--- src/hdl/pio_defs.svh ---
`ifndef PIO_DEFS_SVH
`define PIO_DEFS_SVH

// ----------------------------------------------------------------------
// Register offsets on the byte-wide register port.
// ----------------------------------------------------------------------
`define PIO_OFS_A_DATA  8'h00
`define PIO_OFS_C_DATA  8'h02
`define PIO_OFS_D_DATA  8'h03
`define PIO_OFS_A_DIR   8'h04
`define PIO_OFS_C_DIR   8'h06
`define PIO_OFS_D_DIR   8'h07
`define PIO_OFS_E_DATA  8'h08
`define PIO_OFS_E_DIR   8'h0c
`define PIO_OFS_A_PULL  8'h0d
`define PIO_OFS_C_PULL  8'h0e
`define PIO_OFS_D_PULL  8'h0f
`define PIO_OFS_KEY_EN  8'h10

// ----------------------------------------------------------------------
// Reset values.
// ----------------------------------------------------------------------
`define PIO_DIR_RST     8'h00
`define PIO_PULL_RST    8'h00
`define PIO_KEY_EN_RST  8'h00
`define PIO_RD_RST      8'h00

// ----------------------------------------------------------------------
// Pin populations and field positions.
// ----------------------------------------------------------------------
`define PIO_MASK_A      8'hff
`define PIO_MASK_C      8'h7f
`define PIO_MASK_D      8'hff
`define PIO_MASK_E      8'h3f
`define PIO_PULL_MASK_E 8'h00
`define PIO_SPI_PINS    4
`define PIO_TIM_BASE    4
`define PIO_TIM_CHANS   4

`endif

--- src/hdl/pio_pkg.sv ---
package pio_pkg;

  // ----------------------------------------------------------------------
  // Pin driver bundle of one port, one bit per pin.
  // ----------------------------------------------------------------------
  typedef struct packed {
    logic [7:0] out;
    logic [7:0] oe;
    logic [7:0] pull;
  } pio_pins_t;

  // ----------------------------------------------------------------------
  // Register selected by an address.
  // ----------------------------------------------------------------------
  typedef enum logic [3:0] {
    REG_A_DATA,
    REG_C_DATA,
    REG_D_DATA,
    REG_E_DATA,
    REG_A_DIR,
    REG_C_DIR,
    REG_D_DIR,
    REG_E_DIR,
    REG_A_PULL,
    REG_C_PULL,
    REG_D_PULL,
    REG_KEY_EN,
    REG_NONE
  } pio_reg_t;

endpackage

--- src/hdl/pio_port_cell.sv ---
`timescale 1ns/1ps
`include "pio_defs.svh"

module pio_port_cell #(
  parameter logic [7:0] PIN_MASK  = 8'hff,
  parameter logic [7:0] PULL_MASK = 8'hff
) (
  input  wire logic              clock,
  input  wire logic              clockEn,
  input  wire logic              resetn,
  input  wire logic [7:0]        wrData,
  input  wire logic              latchWr,
  input  wire logic              dirWr,
  input  wire logic              pullWr,
  input  wire logic [7:0]        pinIn,
  input  wire logic [7:0]        forceIn,
  input  wire logic [7:0]        own,
  input  wire logic [7:0]        ownOut,
  input  wire logic [7:0]        ownOe,
  output pio_pkg::pio_pins_t     pins,
  output logic      [7:0]        readVal,
  output logic      [7:0]        latchQ,
  output logic      [7:0]        dirQ,
  output logic      [7:0]        pullQ
);

  logic [7:0] latchD;
  logic [7:0] dirD;
  logic [7:0] pullD;

  // ----------------------------------------------------------------------
  // Register next values.
  // ----------------------------------------------------------------------
  always_comb begin
    latchD = latchWr ? (wrData & PIN_MASK) : latchQ; // RL6
    dirD   = dirWr ? (wrData & PIN_MASK) : dirQ;
    pullD  = pullWr ? (wrData & PIN_MASK & PULL_MASK) : pullQ;
  end

  // The data latch has no reset on purpose: its contents survive reset.
  always_ff @(posedge clock) begin
    if (clockEn) begin
      latchQ <= latchD; // RL1 RL4
    end
  end

  always_ff @(posedge clock or negedge resetn) begin
    if (!resetn) begin
      dirQ  <= `PIO_DIR_RST; // RL3 RL14
      pullQ <= `PIO_PULL_RST;
    end else if (clockEn) begin
      dirQ  <= dirD;
      pullQ <= pullD;
    end
  end

  // ----------------------------------------------------------------------
  // Pin drivers and read-back.
  // ----------------------------------------------------------------------
  always_comb begin
    pins.oe   = (own & ownOe) | (~own & dirQ & ~forceIn); // RL2 RL14
    pins.oe   = pins.oe & PIN_MASK;
    pins.out  = ((own & ownOut) | (~own & latchQ)) & PIN_MASK; // RL15
    pins.pull = pullQ & ~pins.oe & PULL_MASK; // RL8
    readVal   = ((latchQ & dirQ) | (pinIn & ~dirQ)) & PIN_MASK; // RL5
  end

endmodule

--- src/hdl/pio_ports.sv ---
// What this block does
// RL1 - Port A has a separate data latch per pin at the first location.
// RL2 - A direction bit of one enables the output driver, zero disables it.
// RL3 - Reset clears every direction bit, so all pins start as inputs.
// RL4 - Reset leaves the data latches untouched; their contents are undefined.
// RL5 - Reads return latch where direction is one, pin level where zero.
// RL6 - Writes always update the latch; input pin reads still show the pin.
// RL7 - A port A pin acts as keyboard input when its enable bit is set.
// RL8 - Pullups on A, C, D connect only for enabled input pins.
// RL9 - Port C is seven bidirectional pins with latch, direction, pullup.
// RL10 - Port D has eight pins shared with serial interface and timers.
// RL11 - Timer edge/level select bits hand each timer pin to its channel.
// RL12 - Serial interface disabled returns its port D pins to port control.
// RL13 - Software writes the latch before turning a pin into an output.
// RL14 - Port E has six pins; zero direction means high impedance.
// RL15 - The latch drives a pin only when no peripheral owns it.
//
// Strobed register access is this design's own decision.
`timescale 1ns/1ps
`include "pio_defs.svh"

module pio_ports (
  input  wire logic              clock,
  input  wire logic              clockEn,
  input  wire logic              resetn,
  input  wire logic [7:0]        regAddr,
  input  wire logic [7:0]        regWrData,
  input  wire logic              regWr,
  input  wire logic              regRd,
  output logic      [7:0]        regRdData,
  input  wire logic [7:0]        portAIn,
  output pio_pkg::pio_pins_t     portAPins,
  input  wire logic [7:0]        portCIn,
  output pio_pkg::pio_pins_t     portCPins,
  input  wire logic [7:0]        portDIn,
  output pio_pkg::pio_pins_t     portDPins,
  input  wire logic [7:0]        portEIn,
  output pio_pkg::pio_pins_t     portEPins,
  output logic      [7:0]        keyboardInputs,
  input  wire logic              serialPeriphEnable,
  input  wire logic [3:0]        spiOut,
  input  wire logic [3:0]        spiOe,
  input  wire logic [3:0]        edgeLevelSelectHigh,
  input  wire logic [3:0]        edgeLevelSelectLow,
  input  wire logic [3:0]        timerOut,
  input  wire logic [3:0]        timerOe
);

  // ----------------------------------------------------------------------
  // Address decode.
  // ----------------------------------------------------------------------
  function automatic pio_pkg::pio_reg_t decodeReg(input logic [7:0] a);
    case (a)
      `PIO_OFS_A_DATA: decodeReg = pio_pkg::REG_A_DATA;
      `PIO_OFS_C_DATA: decodeReg = pio_pkg::REG_C_DATA;
      `PIO_OFS_D_DATA: decodeReg = pio_pkg::REG_D_DATA;
      `PIO_OFS_E_DATA: decodeReg = pio_pkg::REG_E_DATA;
      `PIO_OFS_A_DIR:  decodeReg = pio_pkg::REG_A_DIR;
      `PIO_OFS_C_DIR:  decodeReg = pio_pkg::REG_C_DIR;
      `PIO_OFS_D_DIR:  decodeReg = pio_pkg::REG_D_DIR;
      `PIO_OFS_E_DIR:  decodeReg = pio_pkg::REG_E_DIR;
      `PIO_OFS_A_PULL: decodeReg = pio_pkg::REG_A_PULL;
      `PIO_OFS_C_PULL: decodeReg = pio_pkg::REG_C_PULL;
      `PIO_OFS_D_PULL: decodeReg = pio_pkg::REG_D_PULL;
      `PIO_OFS_KEY_EN: decodeReg = pio_pkg::REG_KEY_EN;
      default:         decodeReg = pio_pkg::REG_NONE;
    endcase
  endfunction

  pio_pkg::pio_reg_t wrSel;
  pio_pkg::pio_reg_t rdSel;
  logic              wrTaken;
  logic              rdTaken;

  // Strobes are ignored while the clock enable is low, like all other state.
  assign wrTaken = regWr && clockEn;
  assign rdTaken = regRd && clockEn;
  assign wrSel   = decodeReg(regAddr);
  assign rdSel   = decodeReg(regAddr);

  // ----------------------------------------------------------------------
  // Port cells.
  // ----------------------------------------------------------------------
  logic [7:0] aRead, aLatchQ, aDirQ, aPullQ;
  logic [7:0] cRead, cLatchQ, cDirQ, cPullQ;
  logic [7:0] dRead, dLatchQ, dDirQ, dPullQ;
  logic [7:0] eRead, eLatchQ, eDirQ;
  logic [7:0] keyIrqEnQ;
  logic [7:0] keyIrqEnD;
  logic [7:0] dOwn;
  logic [7:0] dOwnOut;
  logic [7:0] dOwnOe;

  // Keyboard enable forces the pin to be an input regardless of direction.
  pio_port_cell #(.PIN_MASK(`PIO_MASK_A), .PULL_MASK(`PIO_MASK_A)) u_portA (
    .clock   (clock),
    .clockEn (clockEn),
    .resetn  (resetn),
    .wrData  (regWrData),
    .latchWr (wrTaken && wrSel == pio_pkg::REG_A_DATA), // RL1
    .dirWr   (wrTaken && wrSel == pio_pkg::REG_A_DIR),
    .pullWr  (wrTaken && wrSel == pio_pkg::REG_A_PULL),
    .pinIn   (portAIn),
    .forceIn (keyIrqEnQ), // RL7
    .own     (8'h00),
    .ownOut  (8'h00),
    .ownOe   (8'h00),
    .pins    (portAPins),
    .readVal (aRead),
    .latchQ  (aLatchQ),
    .dirQ    (aDirQ),
    .pullQ   (aPullQ)
  );

  pio_port_cell #(.PIN_MASK(`PIO_MASK_C), .PULL_MASK(`PIO_MASK_C)) u_portC (
    .clock   (clock),
    .clockEn (clockEn),
    .resetn  (resetn),
    .wrData  (regWrData),
    .latchWr (wrTaken && wrSel == pio_pkg::REG_C_DATA), // RL9
    .dirWr   (wrTaken && wrSel == pio_pkg::REG_C_DIR),
    .pullWr  (wrTaken && wrSel == pio_pkg::REG_C_PULL),
    .pinIn   (portCIn),
    .forceIn (8'h00),
    .own     (8'h00),
    .ownOut  (8'h00),
    .ownOe   (8'h00),
    .pins    (portCPins),
    .readVal (cRead),
    .latchQ  (cLatchQ),
    .dirQ    (cDirQ),
    .pullQ   (cPullQ)
  );

  // Serial interface pins sit low, timer channels above them.
  assign dOwn[`PIO_SPI_PINS-1:0]    = {`PIO_SPI_PINS{serialPeriphEnable}};
  assign dOwnOut[`PIO_SPI_PINS-1:0] = spiOut; // RL10
  assign dOwnOe[`PIO_SPI_PINS-1:0]  = spiOe; // RL12

  for (genvar ch = 0; ch < `PIO_TIM_CHANS; ch++) begin : g_tim
    // Any nonzero edge/level select setting takes the pin for the channel.
    assign dOwn[`PIO_TIM_BASE+ch] =
      edgeLevelSelectHigh[ch] | edgeLevelSelectLow[ch]; // RL11
    assign dOwnOut[`PIO_TIM_BASE+ch] = timerOut[ch];
    assign dOwnOe[`PIO_TIM_BASE+ch]  = timerOe[ch];
  end

  pio_port_cell #(.PIN_MASK(`PIO_MASK_D), .PULL_MASK(`PIO_MASK_D)) u_portD (
    .clock   (clock),
    .clockEn (clockEn),
    .resetn  (resetn),
    .wrData  (regWrData),
    .latchWr (wrTaken && wrSel == pio_pkg::REG_D_DATA),
    .dirWr   (wrTaken && wrSel == pio_pkg::REG_D_DIR),
    .pullWr  (wrTaken && wrSel == pio_pkg::REG_D_PULL),
    .pinIn   (portDIn),
    .forceIn (8'h00),
    .own     (dOwn), // RL15
    .ownOut  (dOwnOut),
    .ownOe   (dOwnOe),
    .pins    (portDPins),
    .readVal (dRead),
    .latchQ  (dLatchQ),
    .dirQ    (dDirQ),
    .pullQ   (dPullQ)
  );

  // Port E has no pullups, so its pull mask is empty.
  pio_port_cell #(.PIN_MASK(`PIO_MASK_E), .PULL_MASK(`PIO_PULL_MASK_E)) u_portE (
    .clock   (clock),
    .clockEn (clockEn),
    .resetn  (resetn),
    .wrData  (regWrData),
    .latchWr (wrTaken && wrSel == pio_pkg::REG_E_DATA),
    .dirWr   (wrTaken && wrSel == pio_pkg::REG_E_DIR), // RL14
    .pullWr  (1'b0),
    .pinIn   (portEIn),
    .forceIn (8'h00),
    .own     (8'h00),
    .ownOut  (8'h00),
    .ownOe   (8'h00),
    .pins    (portEPins),
    .readVal (eRead),
    .latchQ  (eLatchQ),
    .dirQ    (eDirQ),
    .pullQ   ()
  );

  assign keyboardInputs = portAIn & keyIrqEnQ; // RL7

  // ----------------------------------------------------------------------
  // Keyboard enables and read data.
  // ----------------------------------------------------------------------
  logic [7:0] rdDataD;
  logic [7:0] rdDataQ;

  always_comb begin
    keyIrqEnD = keyIrqEnQ;
    if (wrTaken && wrSel == pio_pkg::REG_KEY_EN) begin
      keyIrqEnD = regWrData;
    end
    rdDataD = `PIO_RD_RST;
    if (rdTaken) begin
      case (rdSel)
        pio_pkg::REG_A_DATA: rdDataD = aRead; // RL5
        pio_pkg::REG_C_DATA: rdDataD = cRead;
        pio_pkg::REG_D_DATA: rdDataD = dRead;
        pio_pkg::REG_E_DATA: rdDataD = eRead;
        pio_pkg::REG_A_DIR:  rdDataD = aDirQ;
        pio_pkg::REG_C_DIR:  rdDataD = cDirQ;
        pio_pkg::REG_D_DIR:  rdDataD = dDirQ;
        pio_pkg::REG_E_DIR:  rdDataD = eDirQ; // RL14
        pio_pkg::REG_A_PULL: rdDataD = aPullQ;
        pio_pkg::REG_C_PULL: rdDataD = cPullQ;
        pio_pkg::REG_D_PULL: rdDataD = dPullQ;
        pio_pkg::REG_KEY_EN: rdDataD = keyIrqEnQ;
        default:             rdDataD = `PIO_RD_RST;
      endcase
    end
  end

  // Read data is zero outside the answer cycle while the clock enable is high; a low clock enable holds the last value.
  always_ff @(posedge clock or negedge resetn) begin
    if (!resetn) begin
      keyIrqEnQ <= `PIO_KEY_EN_RST;
      rdDataQ   <= `PIO_RD_RST;
    end else if (clockEn) begin
      keyIrqEnQ <= keyIrqEnD;
      rdDataQ   <= rdDataD;
    end
  end

  assign regRdData = rdDataQ;
endmodule

--- config.mk ---
export PLATFORM = sky130hd
export DESIGN_NAME = pio_ports
export DESIGN_NICKNAME = d
export VERILOG_FILES = /design/src/hdl/pio_pkg.sv /design/src/hdl/pio_port_cell.sv /design/src/hdl/pio_ports.sv
export VERILOG_INCLUDE_DIRS = /design/src /design/src/hdl
export SDC_FILE = /design/constraint.sdc
export NUM_CORES = 1
export LEC_CHECK = 0
export BUFFER_PORTS_ARGS = -buffer_cell sky130_fd_sc_hd__buf_2
export CORE_UTILIZATION = 45
export DETAILED_ROUTE_END_ITERATION = 8
export PLACE_DENSITY = 0.82
export REMOVE_ABC_BUFFERS = 1
export SYNTH_ARGS = -nofsm -noshare
export SYNTH_HDL_FRONTEND = slang
export SYNTH_SLANG_ARGS = --single-unit
--- constraint.sdc ---
create_clock -name clock -period 2.35 [get_ports clock]
set_clock_uncertainty 0.2 [all_clocks]
set_input_delay 0.47 -clock clock [delete_from_list [all_inputs] [get_ports clock]]
set_output_delay 0.47 -clock clock [all_outputs]
set_load 0.01 [all_outputs]
Word-level counts from Yosys, hierarchy flattened

Memories as Yosys holds them, arrays and structs flattened.
Index checks and enable logic that the tools add are counted.

Register bits after elaboration: 97
Memories: 2
Input port bits: 78
Output and inout bits: 112
ROM bits: 256

Muxes and demuxes: 4
Equality and inequality tests: 22
Reduce and logical (&&, ||, !) cells: 29
Bitwise gates (word level): 35

Memories:

| name             | depth | bits a word | rd ports | clocked after memory_dff | write ports | RTL line        | source |
|---|---|---|---|---|---|---|---|
| (name not given) | 32    | 4           | 1        | 0                        | 0           | pio_ports.sv:53 | `case (a)` |
| (name not given) | 32    | 4           | 1        | 0                        | 0           | pio_ports.sv:53 |  |

Operators by type and width:

| kind                                          | count |
|---|---|
| AND 8 bit                                     | 12 |
| one-hot mux 8 bit (12 select lines)           | 1 |
| inverter 8 bit                                | 6 |
| == test 4 x 3 -> 1 bit, second input constant | 8 |
| == test 4 bit, second input constant          | 8 |
| bitwise OR 8 bit                              | 4 |
| AND reduction 2 bit                           | 12 |
| AND 7 bit                                     | 3 |
| == test 4 x 2 -> 1 bit, second input constant | 4 |
| logical AND 1 bit                             | 14 |
| AND 6 bit                                     | 2 |
| == test 4 x 1 -> 1 bit, second input constant | 2 |
| logical NOT 4 bit                             | 2 |
| 2-to-1 mux 4 bit                              | 2 |
| 2-to-1 mux 8 bit                              | 1 |
| inverter 7 bit                                | 1 |
| bitwise OR 7 bit                              | 1 |
| inverter 6 bit                                | 1 |
| bitwise OR 6 bit                              | 1 |
| bitwise OR 1 bit                              | 4 |
| logical NOT 3 bit                             | 1 |

Logic depth before layout (Yosys ltp)

Depth in word-level cells: 6
Depth in mapped cells: 9
Depth with buffers taken out: 8

By module

A second synthesis with hierarchy kept.

Cells, all modules: 598
Area, all modules: 6371.1 um^2

By module, submodules not included:

| module                       | times used | cells each | area an instance (um^2) |
|---|---|---|---|
| pio_port_cell at u_portA ... | 2          | 91         | 1199.9 |
| pio_ports                    | 1          | 251        | 1999.4 |
| pio_port_cell at u_portC     | 1          | 88         | 1108.6 |
| pio_port_cell at u_portE     | 1          | 77         | 863.3 |

Least setup slack after synthesis

OpenSTA, ideal clock, no wires.

Path type: input to register
Start point: in regAddr[1]
End point: reg u_portC.latchQ[0] (enable)
Slack: -687 ps
Path buffers: 1
Data required time: 1760 ps
Stages: 7
Arrival: 2447 ps
Cell sequence: inv_1 > ha_1 > or2_1 > a211oi_4 > buf_4 > nand2_2 > nor4_1

Cells in the longest elaborated chain, start to end: 5

RTL lines:

| element                              | RTL line            | source |
|---|---|---|
| from (decl)                          | pio_ports.sv:26     | `input wire logic [7:0] regAddr,` |
| memory (32 x 4 bit)                  | n/a                 |  |
| 2-to-1 mux 4 bit                     | pio_ports.sv:53     |  |
| == test 4 x 1 -> 1 bit               | pio_ports.sv:120    | `.latchWr (wrTaken && wrSel == pio_pkg::REG_C_DATA),` |
| logical AND 1 bit                    | pio_ports.sv:120    |  |
| AND reduction 2 bit (no source line) | n/a                 |  |
| to (signal assigned)                 | pio_port_cell.sv:43 | `latchQ <= latchD;` |
| to (decl)                            | pio_port_cell.sv:22 | `output logic [7:0] latchQ,` |

No other way between the ends.
A chain may end at the register's enable or synchronous reset.

Worst setup path after layout

Start point: in regAddr[0]
End point: reg rdDataQ[4] (netlist: regRdData[4])

Cells in the longest elaborated chain, start to end: 5
Elaborated cells on any way between the ends: 16
Classes of those cells: 11 x eq/ne; 3 x mux; 1 x reduce/logical; 1 x memory

RTL lines:

| element                                     | RTL line         | source |
|---|---|---|
| memory (32 x 4 bit) (*)                     | n/a              |  |
| 2-to-1 mux 4 bit (*)                        | pio_ports.sv:53  |  |
| == test 4 bit, or another cell as far along | pio_ports.sv:204 | `case (rdSel)` |
| one-hot mux 8 bit (12 select lines) (*)     | pio_ports.sv:204 |  |
| 2-to-1 mux 8 bit (*)                        | pio_ports.sv:203 | `if (rdTaken) begin` |
| to (signal assigned)                        | pio_ports.sv:226 | `` rdDataQ <= `PIO_RD_RST; `` |
| to (signal assigned)                        | pio_ports.sv:229 | `rdDataQ <= rdDataD;` |
| to (decl)                                   | pio_ports.sv:195 | `logic [7:0] rdDataQ;` |

Mark *: on every way between the ends. The rest lies on a longest branch, timed or not.

==> run_results.csv <==
group,metric,value,unit
global_routing,grt_usage,33.2,%
run_status,violations,"negative setup slack",
setup_path,critPathKind,"in -> reg",
setup_path,cp.required,2.37,ns
logic_synthesis,yosysSeqAreaShare,45.1,%
setup_path,crit_family,"compound AO/OA/AOI/OAI gates",
clocking,h-tree-depth,3,
timing,setup_viol,28,
route,vias,5585,
layout,final_common_cell,"buf_2",
setup_path,worstPathMaxFanout,7,
layout,final_layout_size_suffix_gt1_share,56.3,%
route,wl_met2,10.1,mm
hold_path,hp-class,"in -> reg",
floorplan,die_y,115,um
clocking,root_buffer,"clkbuf_16",
clocking,cts_tree,"done",
timing,max_slew.worst_pin.slew,0.526,ns
placement,portBuffers,171,
logic_synthesis,netlist_area,5710,um2
route,drc_errors,0,
route,wl_met3,1.80,mm
floorplan,initial_core_util,46.9,%
layout,diodes,0,
global_routing,grt_pass1_wl,31.8,mm
timing,max_slew_margin,64.8,%
setup_path,crit_buf_inv,3,
timing,fin_crit,2.41,ns
clocking,clk_latency,0.35,ns
layout,final_cell_mix,"168 x buf_2, 92 x buf_4, 68 x dfrtp_1",
placement,dp.cells,935,
layout,register_area,2570,um2
setup_path,cp_cell_sequence,"buf_12 -> inv_8 -> ha_4 -> or2_4 -> a311o_2 -> buf_4 -> nand3_4 -> nor2_2 -> a2111oi_1 -> a32oi_1",
setup_path,arrival,2.43,ns
route,wire_per_inst,22.4,um
route,wirelength,21.8,mm
route,ant_nets,0,
clocking,cts_buffers,9,
layout,multi_input_area,3300,um2
timing,rsz0062_at_grt,"true",
logic_synthesis,ys.flop_type,"dfrtp_1",
floorplan,num_io_pins,190,
clocking,clk_transition_reported_paths,0.07,ns
timing,maxSlewViolCount,0,
global_routing,antenna_found_initial,0,
layout,synthToLayoutAreaGrowth,49.8,%
logic_synthesis,syn_inst,509,
layout,fill_cells,883,
clocking,cts_sinks,97,
route,routed.top_layer,"met4",
global_routing,grt_pass1_vias,5476,
logic_synthesis,async_reset_ff_share,70.1,%
setup_path,slowest_delay,0.42,ns
route,vias_per_cell,5.73,
logic_synthesis,synth-edff-count,29,
logic_synthesis,yosysWarnings,0,
run_status,status,"finished, violations left",
layout,final_cell_count_no_fill,974,
logic_synthesis,avgSynthCellArea,11.2,um2
layout,nets,884,
setup_path,endpoint_kind,"flop",
route,wl_met1,9.12,mm
global_routing,grt_max_degree,69,
pwr,p_leak,4.00,nW
route,drt_iter0_drc,446,
timing,post-route-period-util,103,%
pwr,pwr_density_cell,481,nW/um2
logic_synthesis,ys_ff_latch,97,
floorplan,rows,40,
timing,fmax,0.414,GHz
placement,place.gp.congestion,0.962,
clocking,clk_path_buf_depth,2,
setup_path,crit_slowest_cell,"a311o_2",
placement,dpl_worst_slack,-0.743,ns
pwr,peakVddDrop,505,uV
timing,finalHoldViolCount,0,
layout,fin_area,8540,um2
global_routing,gr-total-overflow,0,
route,dr.pass1.iters,5,
placement,dp_hpwl,16.1,mm
floorplan,dieArea,13100,um2
floorplan,die_w,115,um
run,max-cap-violations,0,
timing,timing.final.ws_setup,-0.0637,ns
setup_path,startpoint_type,"input port",
floorplan,coreArea,12200,um2
logic_synthesis,ys_types,72,
placement,placed_cell_area,7450,um2
[layout make-up]
cell class	instances	area share [%]
clock buffers	10	2.68
clock inverters	6	0.688
inverters	20	1.05
multi-input cells	370	38.7
flip-flops and latches	97	30.1
well taps	168	2.46
repair buffers	303	24.4
[metal layers]
layer	up-vias	GRT usage, %
met5	-	0
met4	0	12.2
met3	58	6.78
met2	332	52.0
met1	2740	45.6
li1	2455	-
[final timing paths]
kind                                                   start                           end  slack (ns)  cells past startpoint
worst max-delay path                              regAddr[0]      regRdData[4]$_DFFE_PN0P_       -0.06                     10
worst min-delay path                            regWrData[7]   u_portA.latchQ[7]$_DFFE_PP_        0.20                      1
worst max register to register   u_portE.dirQ[3]$_DFFE_PN0P_      regRdData[3]$_DFFE_PN0P_        0.17                      7
worst min register to register  u_portC.pullQ[4]$_DFFE_PN0P_  u_portC.pullQ[4]$_DFFE_PN0P_        0.34                      1
max in group asynchronous                             resetn   u_portD.dirQ[3]$_DFFE_PN0P_        1.14                      3
min in group asynchronous                             resetn  u_portD.pullQ[0]$_DFFE_PN0P_        0.45                      3
[stage by stage]
step / utilization (%) / hold WS (ns) / TNS [ns] / total power [W]
2_1_floorplan: - / -0.0256 / -58.07 / 0.00214
3_3_place_gp: 61.3 / 0.326 / -51.67 / 0.00251
3_5_place_dp: 61.3 / 0.325 / -54.15 / 0.00253
4_1_cts: 66.7 / 0.190 / -0.162 / 0.00402
5_1_grt: 70.3 / 0.208 / -1.70 / 0.00424
6_report: 70.3 / 0.200 / -0.508 / 0.00411
[power by group]
| group | internal, W | switching [W] |
|---|---|---|
| Clock | 0.000819 | 0.000660 |
| Sequential | 0.00179 | 0.0000614 |
| Combinational | 0.000385 | 0.000402 |
[synthesized netlist by cell type (7+ instances only)]
library cell / instances / area, um2
a21oi_1: 9 / 45.0
dfrtp_1: 68 / 1700
mux2_1: 9 / 101
nor2_1: 35 / 131
and2_1: 10 / 62.6
nor2b_1: 29 / 181
nand4_1: 8 / 50.1
a211oi_1: 8 / 60.1
mux2_4: 15 / 225
mux2_2: 45 / 507
a32oi_1: 7 / 61.3
o21ai_0: 15 / 75.1
edfxtp_1: 29 / 871
a2111oi_0: 10 / 87.6
buf_4: 22 / 165
inv_1: 19 / 71.3
buf_2: 8 / 40.0
nor3_1: 13 / 65.1
mux2i_1: 17 / 170
nand2_1: 36 / 135
[flip-flops by register name, summed over array words and instances, names as in the netlist, 8 cells and up]
name            flops
u_portA.pullQ       8
u_portA.latchQ      8
regRdData           8
keyIrqEnQ           8
u_portD.pullQ       8
u_portD.dirQ        8
u_portA.dirQ        8
u_portD.latchQ      8
[logic make-up after synthesis]
family                   synth area share (%)
other                                  0.0657
XOR/XNOR                                0.154
AND/OR/NAND/NOR                          17.4
multiplexers                             17.6
AO/OA/AOI/OAI                            13.0
buffers and inverters                    5.57
flip-flops                               45.1
adder cells (fa/ha/maj)                  1.10
[repair_timing]
action | CTS | global route
pin swaps | 19 | 28
endpoints found under the hold margin | 68 | 0
resized for setup | 75 | 79
hold buffers | 1 | 0
buffers inserted | 12 | 11
setup endpoints to repair | 94 | 84
Power figures use the tool's default switching activity.
